`config.mk`:
```
export PLATFORM = sky130hd
export DESIGN_NAME = swdmc_top
export DESIGN_NICKNAME = d
export VERILOG_FILES = /design/src/pkg/swdmc_pkg.sv /design/src/swdmc_top.sv
export VERILOG_INCLUDE_DIRS = /design/src /design/src/pkg
export SDC_FILE = /design/constraint.sdc
export NUM_CORES = 1
export LEC_CHECK = 0
export ABC_AREA = 1
export BUFFER_PORTS_ARGS = -buffer_cell sky130_fd_sc_hd__buf_2
export CORE_MARGIN = 3
export CORE_UTILIZATION = 60
export CTS_CLUSTER_DIAMETER = 200
export DETAILED_ROUTE_END_ITERATION = 6
export PLACE_DENSITY = 0.82
export SKIP_LAST_GASP = 1
export SLEW_MARGIN = 20
export SYNTH_ARGS = -nofsm -noshare
export SYNTH_HDL_FRONTEND = slang
export SYNTH_SLANG_ARGS = --single-unit
```
`constraint.sdc`:
```
create_clock -name REF_CLK_IN -period 4.6 [get_ports REF_CLK_IN]
set_clock_uncertainty 0.1 [all_clocks]
set_input_delay 0.46 -clock REF_CLK_IN [delete_from_list [all_inputs] [get_ports REF_CLK_IN]]
set_output_delay 0.46 -clock REF_CLK_IN [all_outputs]
set_load 0.005 [all_outputs]
```
`src/pkg/swdmc_defines.svh`:
```
`ifndef SWDMC_DEFINES_SVH
`define SWDMC_DEFINES_SVH

// Frame length and command field
`define SWDMC_FRAME_BITS 6'd24
`define SWDMC_CHAIN_BITS 6'd48
`define SWDMC_CMD_MSB 23
`define SWDMC_CMD_LSB 16

// Command codes
`define SWDMC_CMD_SETTINGS 8'h01
`define SWDMC_CMD_WAKE_SP 8'h02
`define SWDMC_CMD_WAKE_SG 8'h03
`define SWDMC_CMD_METAL_SP 8'h04
`define SWDMC_CMD_METAL_SG 8'h05
`define SWDMC_CMD_TIMER_SP 8'h07
`define SWDMC_CMD_TIMER_SG 8'h08
`define SWDMC_CMD_TRI_SP 8'h09
`define SWDMC_CMD_TRI_SG 8'h0A
`define SWDMC_CMD_ANALOG 8'h0C
`define SWDMC_CMD_CALIB 8'h0D
`define SWDMC_CMD_RESET 8'h7F

// Positions in the synchronised input vector
`define SWDMC_SYN_W 28
`define SWDMC_SYN_SCLK 22
`define SWDMC_SYN_CS 23
`define SWDMC_SYN_SI 24
`define SWDMC_SYN_WAKE 25
`define SWDMC_SYN_INT 26
`define SWDMC_SYN_VDD 27

// Defaults after power-on or reset command
`define SWDMC_RST_BATT 8'hFF
`define SWDMC_RST_ALL22 22'h3FFFFF
`define SWDMC_RST_AMUX 5'h00

`endif

```
`src/pkg/swdmc_pkg.sv`:
```
package swdmc_pkg;

    typedef enum logic [1:0] {
        SWDMC_NORMAL = 2'b01,
        SWDMC_SLEEP = 2'b10
    } swdmc_mode_t;

    typedef struct packed {
        swdmc_mode_t mode;
        logic [27:0] s1;
        logic [27:0] s2;
        logic [27:0] s3;
        logic [27:0] ag;
        logic [23:0] sh;
        logic so;
        logic [5:0] cnt;
        logic [21:0] prev;
        logic int_pend;
        logic chg_cs;
        logic [7:0] batt;
        logic [21:0] wake_en;
        logic [21:0] wet_hi;
        logic [21:0] tmr_en;
        logic [21:0] tris;
        logic [4:0] amux;
        logic cal;
    } swdmc_state_t;

endpackage

```
`src/swdmc_top.sv`:
```
// Notes on behaviour
// - Wake line driven low in Normal, released in Sleep.
// - In Sleep, wake line falling edge moves device to Normal.
// - With logic supply, wake edge wakes only while interrupt line high.
// - Chip select or interrupt edge wakes only with logic supply present.
// - Battery-type input above reference is closed; ground-type inverted.
// - Ground-only input above reference is open, below is closed.
// - Every frame returns switch states, interrupt flag and thermal flag.
// - Chip select fall captures present switch states into shift register.
// - A valid frame has exactly 24 or 48 serial clocks under chip select.
// - Daisy chain uses 48 clocks; data passes through shift register.
// - Supply loss keeps mode; sleep ends only on listed wake sources.
// - Without logic supply serial port and select/interrupt wake ignored.
// - Power-on reset places device in Normal mode.
// - Reset applies battery type, wake on, 16 mA, timer on, tri-state, amux 0.
// - Normal entered on reset, switch change, wake, interrupt, select, timer.
// - Commands accepted only in Normal mode with logic supply.
// - Normal mode accepts settings, wake, wetting, timer, tri, analog, cal, reset.
// - Select rise clears interrupt unless a change occurred during select low.
// - Sample on falling, shift on rising, MSB first, output off when deselected.
// - Command takes effect only at chip select rise after full word.
// - Open switch reports zero, closed switch reports one.
`include "swdmc_defines.svh"

module swdmc_top
    import swdmc_pkg::*;
(
    // Clock and power-on reset
    input wire logic REF_CLK_IN,
    input wire logic RESET_N_IN,
    // Serial port
    input wire logic SCLK_IN,
    input wire logic CS_N_IN,
    input wire logic SI_IN,
    output logic SO_OUT,
    output logic SO_OE_N_OUT,
    // Open-drain wake and interrupt lines
    input wire logic WAKE_N_IN,
    output logic WAKE_N_OUT,
    output logic WAKE_N_OE_N_OUT,
    input wire logic INT_N_IN,
    output logic INT_N_OUT,
    output logic INT_N_OE_N_OUT,
    // Supply and comparator results
    input wire logic LOGIC_SUPPLY_IN,
    input wire logic [7:0] PROG_SWITCH_INPUTS_IN,
    input wire logic [13:0] GROUND_SWITCH_INPUTS_IN,
    // Same-domain events
    input wire logic THERMAL_FLAG_IN,
    input wire logic INT_TIMER_EXPIRED_IN,
    input wire logic SLEEP_REQ_IN,
    // Configuration and mode
    output logic SLEEP_MODE_OUT,
    output logic [7:0] BATT_SELECT_OUT,
    output logic [21:0] WAKE_EN_OUT,
    output logic [21:0] WET_HIGH_OUT,
    output logic [21:0] WET_TIMER_EN_OUT,
    output logic [21:0] TRISTATE_OUT,
    output logic [4:0] ANALOG_SEL_OUT,
    output logic CAL_PULSE_OUT
);

    swdmc_state_t q;
    swdmc_state_t d;

    logic [27:0] raw;
    logic [27:0] ag_nx;
    logic vdd;
    logic sclk_rise;
    logic sclk_fall;
    logic cs_fall;
    logic cs_rise;
    logic wake_fall;
    logic int_fall;
    logic cs_low;
    logic [7:0] sp_closed;
    logic [13:0] sg_closed;
    logic [21:0] cur;
    logic chg;
    logic frame_ok;
    logic [7:0] cmd;

    assign raw = {LOGIC_SUPPLY_IN, INT_N_IN, WAKE_N_IN, SI_IN, CS_N_IN, SCLK_IN,
                  GROUND_SWITCH_INPUTS_IN, PROG_SWITCH_INPUTS_IN};
    // A bit moves only once the second and third stages agree
    assign ag_nx = (q.s2 & q.s3) | (q.ag & (q.s2 | q.s3));

    assign vdd = q.ag[`SWDMC_SYN_VDD];
    assign cs_low = ~q.ag[`SWDMC_SYN_CS];
    // Serial edges are dead while the logic supply is gone
    assign sclk_rise = vdd & cs_low & ~q.ag[`SWDMC_SYN_SCLK] & ag_nx[`SWDMC_SYN_SCLK];
    assign sclk_fall = vdd & cs_low & q.ag[`SWDMC_SYN_SCLK] & ~ag_nx[`SWDMC_SYN_SCLK];
    assign cs_fall = vdd & q.ag[`SWDMC_SYN_CS] & ~ag_nx[`SWDMC_SYN_CS];
    assign cs_rise = vdd & ~q.ag[`SWDMC_SYN_CS] & ag_nx[`SWDMC_SYN_CS];
    assign wake_fall = q.ag[`SWDMC_SYN_WAKE] & ~ag_nx[`SWDMC_SYN_WAKE];
    assign int_fall = q.ag[`SWDMC_SYN_INT] & ~ag_nx[`SWDMC_SYN_INT];

    assign sp_closed = q.ag[7:0] ~^ q.batt;
    assign sg_closed = ~q.ag[21:8];
    assign cur = {sg_closed, sp_closed};
    assign chg = |((cur ^ q.prev) & q.wake_en);

    // Only whole frames count; 48 covers a two-device chain
    assign frame_ok = (q.cnt == `SWDMC_FRAME_BITS) || (q.cnt == `SWDMC_CHAIN_BITS);
    assign cmd = q.sh[`SWDMC_CMD_MSB:`SWDMC_CMD_LSB];

    always_comb begin
        d = q;
        d.s1 = raw;
        d.s2 = q.s1;
        d.s3 = q.s2;
        d.ag = ag_nx;
        d.prev = cur;
        d.cal = 1'b0;

        // Interrupt flag; a new change beats the clear
        if (cs_rise) begin
            d.int_pend = q.chg_cs;
            d.chg_cs = 1'b0;
        end
        if (chg) begin
            d.int_pend = 1'b1;
            // A change in the clearing cycle must not linger into the next frame
            if (cs_low && !cs_rise) begin
                d.chg_cs = 1'b1;
            end
        end

        // Serial shifter: one register serves both directions
        if (cs_fall) begin
            d.sh = {cur[7:0], cur[21:8], q.int_pend, THERMAL_FLAG_IN};
            d.cnt = 6'd0;
        end else if (sclk_rise) begin
            d.so = q.sh[23];
        end else if (sclk_fall) begin
            d.sh = {q.sh[22:0], q.ag[`SWDMC_SYN_SI]};
            if (q.cnt != 6'h3F) begin
                d.cnt = q.cnt + 6'd1;
            end
        end

        unique case (q.mode)
            SWDMC_NORMAL: begin
                // Supply loss alone never changes mode
                if (SLEEP_REQ_IN) begin
                    d.mode = SWDMC_SLEEP;
                end
            end
            SWDMC_SLEEP: begin
                if (chg || INT_TIMER_EXPIRED_IN) begin
                    d.mode = SWDMC_NORMAL;
                end
                if (wake_fall && (!vdd || q.ag[`SWDMC_SYN_INT])) begin
                    d.mode = SWDMC_NORMAL;
                end
                if (vdd && int_fall && q.ag[`SWDMC_SYN_WAKE]) begin
                    d.mode = SWDMC_NORMAL;
                end
                if (cs_fall) begin
                    d.mode = SWDMC_NORMAL;
                end
            end
        endcase

        // Command decode at select rise
        if (cs_rise && frame_ok && q.mode == SWDMC_NORMAL) begin
            unique case (cmd)
                `SWDMC_CMD_SETTINGS: d.batt = q.sh[7:0];
                `SWDMC_CMD_WAKE_SP: d.wake_en[7:0] = q.sh[7:0];
                `SWDMC_CMD_WAKE_SG: d.wake_en[21:8] = q.sh[13:0];
                `SWDMC_CMD_METAL_SP: d.wet_hi[7:0] = q.sh[7:0];
                `SWDMC_CMD_METAL_SG: d.wet_hi[21:8] = q.sh[13:0];
                `SWDMC_CMD_TIMER_SP: d.tmr_en[7:0] = q.sh[7:0];
                `SWDMC_CMD_TIMER_SG: d.tmr_en[21:8] = q.sh[13:0];
                `SWDMC_CMD_TRI_SP: d.tris[7:0] = q.sh[7:0];
                `SWDMC_CMD_TRI_SG: d.tris[21:8] = q.sh[13:0];
                `SWDMC_CMD_ANALOG: d.amux = q.sh[4:0];
                `SWDMC_CMD_CALIB: d.cal = 1'b1;
                `SWDMC_CMD_RESET: begin
                    d.batt = `SWDMC_RST_BATT;
                    d.wake_en = `SWDMC_RST_ALL22;
                    d.wet_hi = `SWDMC_RST_ALL22;
                    d.tmr_en = `SWDMC_RST_ALL22;
                    d.tris = `SWDMC_RST_ALL22;
                    d.amux = `SWDMC_RST_AMUX;
                end
                default: begin
                end
            endcase
        end
    end

    always_ff @(posedge REF_CLK_IN) begin
        if (!RESET_N_IN) begin
            q.mode <= SWDMC_NORMAL;
            // Idle levels so no false edge is seen after release
            q.s1 <= {28{1'b1}};
            q.s2 <= {28{1'b1}};
            q.s3 <= {28{1'b1}};
            q.ag <= {28{1'b1}};
            q.sh <= 24'h000000;
            q.so <= 1'b0;
            q.cnt <= 6'd0;
            q.prev <= 22'h000000;
            q.int_pend <= 1'b0;
            q.chg_cs <= 1'b0;
            q.batt <= `SWDMC_RST_BATT;
            q.wake_en <= `SWDMC_RST_ALL22;
            q.wet_hi <= `SWDMC_RST_ALL22;
            q.tmr_en <= `SWDMC_RST_ALL22;
            q.tris <= `SWDMC_RST_ALL22;
            q.amux <= `SWDMC_RST_AMUX;
            q.cal <= 1'b0;
        end else begin
            q <= d;
        end
    end

    assign SO_OUT = q.so;
    assign SO_OE_N_OUT = ~(cs_low & vdd);
    assign WAKE_N_OUT = 1'b0;
    assign WAKE_N_OE_N_OUT = (q.mode != SWDMC_NORMAL);
    assign INT_N_OUT = 1'b0;
    assign INT_N_OE_N_OUT = ~q.int_pend;
    assign SLEEP_MODE_OUT = (q.mode == SWDMC_SLEEP);
    assign BATT_SELECT_OUT = q.batt;
    assign WAKE_EN_OUT = q.wake_en;
    assign WET_HIGH_OUT = q.wet_hi;
    assign WET_TIMER_EN_OUT = q.tmr_en;
    assign TRISTATE_OUT = q.tris;
    assign ANALOG_SEL_OUT = q.amux;
    assign CAL_PULSE_OUT = q.cal;

endmodule

```
* Word level (Yosys, flattened, before mapping) *
Cells that the tools add are included.

operators by class
  muxes and demuxes = 23
  reduce and logical (&&, ||, !) cells = 40
  equal/unequal tests = 21
  bitwise logic cells = 29
  add/subtract/negate cells = 1

operators by type and width
  cell                 number
  $pmux 14 s2          4
  $pmux 8 s2           5
  $mux 24              3
  $and 28x28->28       2
  $or 28x28->28        2
  $eq 8x4->1 const B   5
  $reduce_and 2->1     14
  $eq 8x3->1 const B   3
  $reduce_bool 2->1    12
  $and 22x22->22       1
  $reduce_or 22->1     1
  $xor 22x22->22       1
  $eq 8x2->1 const B   2
  $mux 2               7
  $not 14->14          1
  $not 1->1            11
  $and 1x1->1          10
  $pmux 5 s2           1
  $eq 8x1->1 const B   1
  $eq 8x7->1 const B   1
  $xnor 8x8->8         1
  $add 6x1->6 const B  1
  $eq 6x5->1 const B   1
  $eq 6x6->1 const B   1
  13 further kinds     23

word-level totals
  bits of input ports = 33
  output and inout port bits = 109
  register bits = 271
  logic and storage cells = 136

* Logic depth before layout (Yosys ltp) *
  word-level depth = 10
  gate-level depth with buffers = 11
  depth with buffers taken out = 10

* Worst setup path after synthesis *
OpenSTA, ideal clock, no wires.

  path type = register to register
  from = register q[126] in the netlist's numbering
  to = register q, in the netlist WAKE_EN_OUT[11]
  period minus slack after synthesis = 1.694 ns
  buffers on the path = 2
  data arrival time = 1.464 ns
  required time = 4.370 ns
  path slack = 2.906 ns
  stages on the path, launching flop included = 12
  cell sequence = dfxtp_1 inv_1 ha_1 nand2_1 nor2_2 nand2_1 nor2_1 buf_2 nand2_1 buf_2 nand2_1 nand3_1

between the ends
  word-level cells in the longest chain between the ends = 5
  elaborated cells on any way between the ends = 6
  those cells by class = 2 x eq/ne; 4 x reduce/logical

RTL lines
  item                                                       RTL line          RTL
  from (decl)                                                swdmc_top.sv:63   swdmc_state_t q;
  $eq 6x5->1 (no line) / $eq 6x6->1 (equally long branches)  n/a
  $logic_or 1x1->1 (*)                                       swdmc_top.sv:104  assign frame_ok = (q.cnt == `SWDMC_FRAME_BITS) || (q.cnt == `SWDMC_CHAIN_BITS);
  $logic_and 1x1->1 (*) (2 in series)                        swdmc_top.sv:166  if (cs_rise && frame_ok && q.mode == SWDMC_NORMAL) begin
  $reduce_and 2->1 (no line) (*)                             n/a

Every way passes the cells marked *; elsewhere a longest branch is shown, timed or not.
A chain may end at the register's enable or synchronous reset.

* Worst setup path in the final report *
  from = register q[126] in the netlist's numbering
  to = register q, in the netlist WET_TIMER_EN_OUT[10]

The elaborated chain is that of the path after synthesis.

==> run_results.csv <==
group,metric,value,unit
sta,fin_setup_tns,0,ns
logic_synthesis,synth.distinct_cells,39,
finish,final-instance-count-excl-fill,1629,
clock_network,worst_skew_pair.late_latency,0.53,ns
logic_synthesis,ys_ff_latch,271,
finish,diodes,0,
min_path,holdPathEnd,"d[234]",
critical_path,r2r_start,"q[126]",
run,drv_cap,0,
logic_synthesis,synth_area,10800,sq um
critical_path,worstSetupEndpointType,"flip-flop",
placed_design,dp_hpwl,15480,um
global_routing,antenna_found_initial,0,
clock_network,postCtsResizedCells,0,
finish,final_nets,1418,
logic_synthesis,async_flop_share,0,%
routing,viasPerCell,5.238,
clock_network,cts.clk_slew.worst_paths,0.06,ns
routing,dr.pass1.iters,7,
critical_path,startpoint_type,"flip-flop",
finish,final_cell_mix,"nand2_1, dfxtp_1, nand3_1",
placed_design,numPortBuffers,139,
min_path,holdCritStartpoint,"GROUND_SWITCH_INPUTS_IN[13]",
sta,finalMaxSlewViolations,0,
routing,drc,1,
sta,rsz0062_at_grt,"false",
global_routing,grt.total_usage,23.18,%
critical_path,arrival,2.91,ns
global_routing,grt_pass1_wl,38220,um
run_status,violations,"DRC",
logic_synthesis,ys.flop_type,"dfxtp_1",
critical_path,critical_path_class,"reg -> reg",
critical_path,slowest_stage,"nor2_4",
logic_synthesis,netlist_instances,1344,
clock_network,cts_sinks,271,
logic_synthesis,yosysWarnings,0,
global_routing,grt_max_degree,110,
clock_network,root_buffer,"clkbuf_16",
critical_path,path_cells,"inv_1 > ha_1 > nand2_1 > nor2_2 > nand2_1 > nor2_4 > nand2_1 > nand2_1 > nand3_1",
critical_path,r2r-end,"WET_TIMER_EN_OUT[10]",
critical_path,critical_path.startpoint,"q[126]",
routing,drtIter0Drc,624,
floorplan,die_w,140.2,um
sta,worstMarginPinSlew,1.046,ns
finish,mostFrequentLayoutCell,"nand2_1",
critical_path,slowest_delay,0.66,ns
finish,layout-drive-gt1-share,22.08,%
clock_network,cts_made_buffers,27,
run_status,status,"finished with violations",
sta,max_freq,379.1,MHz
pwr,powerDensity,404.8,nW/um^2
min_path,min_path_cells,2,
floorplan,rows,48,
clock_network,cts_tree,"done",
pwr,power,4.848,mW
sta,fin_crit_sh,57.34,%
global_routing,grt_pass1_vias,7696,
sta,final_hold_viol_count,0,
sta,relSlewSlack,29.71,%
critical_path,path_buf_inv,1,
critical_path,r2r_slack,1.96,ns
global_routing,overflow,0,
critical_path,critical-path-top-delay-family,"simple AND/OR/NAND/NOR gates",
clock_network,clock_tree.buffer_depth,3,
pwr,cellLeakagePower,5.552,nW
critical_path,reg2regPathDepth,9,
pwr,max-vdd-ir-drop,0.0003187,V
floorplan,dieArea,19650,sq um
clock_network,htree_levels,1,
finish,area_growth,10.88,%
placed_design,dp.cells,1558,
logic_synthesis,synth_enable_flop_cells,0,
floorplan,coreArea,17480,sq um
critical_path,cp_max_fo,35,
min_path,min_path_type,"in -> reg",
routing,vias,8532,
sta,post-route-min-period,2.638,ns
routing,wl_per_cell,14.38,um
routing,ant_nets,0,
logic_synthesis,postSynthAreaPerCell,8.036,sq um
critical_path,cpMostUsedCell,"nand2_1",
logic_synthesis,synth_seq_area_share,50.23,%
placed_design,gp_congestion,0.8710,
critical_path,worstPathRequired,4.87,ns
floorplan,num_io_pins,142,
sta,setup_viol,0,
floorplan,initial_core_util,61.80,%
routing,totalWireLength,23430,um
floorplan,die_y,140.2,um
finish,final_core_util,68.52,%
==> flip-flops by register name (all words and copies together), names as in the netlist <==
| signal | count |
|---|---|
| ANALOG_SEL_OUT | 5 |
| BATT_SELECT_OUT | 8 |
| CAL_PULSE_OUT | 1 |
| SO_OUT | 1 |
| TRISTATE_OUT | 22 |
| WAKE_EN_OUT | 22 |
| WET_HIGH_OUT | 22 |
| WET_TIMER_EN_OUT | 22 |
| cmd | 8 |
| d | 56 |
| q | 104 |
==> worst reg2reg max path: stages (launching register included) <==
cell and delay (ns):
dfxtp_1 0.34, inv_1 0.08, ha_1 0.14, nand2_1 0.06, nor2_2 0.16, nand2_1 0.11
nor2_4 0.66, nand2_1 0.56, nand2_1 0.18, nand3_1 0.10
==> kinds of logic after synthesis <==
logic type / Yosys count / synth area share (%)
compound gates: 126 / 7.090
xor+xnor: 1 / 0.08111
fa+ha+maj: 2 / 0.2317
buf+inv: 261 / 13.23
flops: 271 / 50.23
other cells: 1 / 0.03472
simple gates: 682 / 29.10
==> Yosys cell counts, types with 3 or more instances <==
cell type	instances	area (sq um)
nor2_1	52	195.2
o21ai_1	5	25.02
inv_1	100	375.4
a22o_1	3	26.28
nand4_1	5	31.28
or2_2	83	519.3
a31oi_1	14	87.58
buf_2	11	55.05
o22ai_1	11	68.82
clkbuf_1	31	116.4
o21ai_0	32	160.2
nor2_2	3	18.77
a21oi_4	5	81.33
buf_6	5	56.30
a21oi_1	43	215.2
nand3_1	180	900.9
o211ai_1	9	67.56
buf_4	106	795.8
inv_2	6	22.52
nand2_1	330	1239
dfxtp_1	271	5425
nand2_2	17	106.4
==> timing repair <==
item                                    CTS  global route
hold endpoints to repair                 21             0
buffers inserted                          0             0
endpoints found under the setup margin    0             0
hold buffers                             21             0
==> worst max-delay path by stage <==
stage | depth (start not counted) | end
6_report | 9 | WET_TIMER_EN_OUT[10]
5_1_grt | 9 | WET_TIMER_EN_OUT[8]
3_5_place_dp | 9 | WET_TIMER_EN_OUT[20]
3_3_place_gp | 9 | TRISTATE_OUT[17]
2_1_floorplan | 11 | WAKE_EN_OUT[11]
4_1_cts | 9 | WAKE_EN_OUT[9]
==> per-layer routing <==
metal	track usage (%)	wire length (um)	up-vias
li1	-	-	4276
met1	32.25	10310	3812
met2	35.76	10350	367
met3	4.165	1846	77
met4	9.689	927	0
met5	0	0	-
==> where the power goes <==
| group | internal (mW) | leakage [nW] | switching (mW) |
|---|---|---|---|
| logic | 0.0569 | 2.88 | 0.0649 |
| clock network | 1.44 | 0.468 | 0.883 |
| registers | 2.38 | 2.21 | 0.0156 |
| total | 3.88 | 5.55 | 0.964 |
==> final cells by class <==
type,instances,area (sq um)
Fill cell,1396,5502
Timing Repair Buffer,164,954.7
Tap cell,225,281.5
Sequential cell,271,5425
Inverter,106,399.1
Clock inverter,11,186.4
Clock buffer,39,770.7
Multi-Input combinational cell,813,3958
==> per-stage QoR <==
step	hold slack, ns	setup slack, ns	cell area (sq um)
final	0.01981	1.962	11980
after global routing	0.005963	1.692	11980
after CTS	0.001014	1.984	11970
after detailed placement	0.2983	2.019	10800
after global placement	0.2953	2.045	10800
after floorplan	0.2925	2.906	10800
No activity file was read; power rests on OpenSTA's default activity.
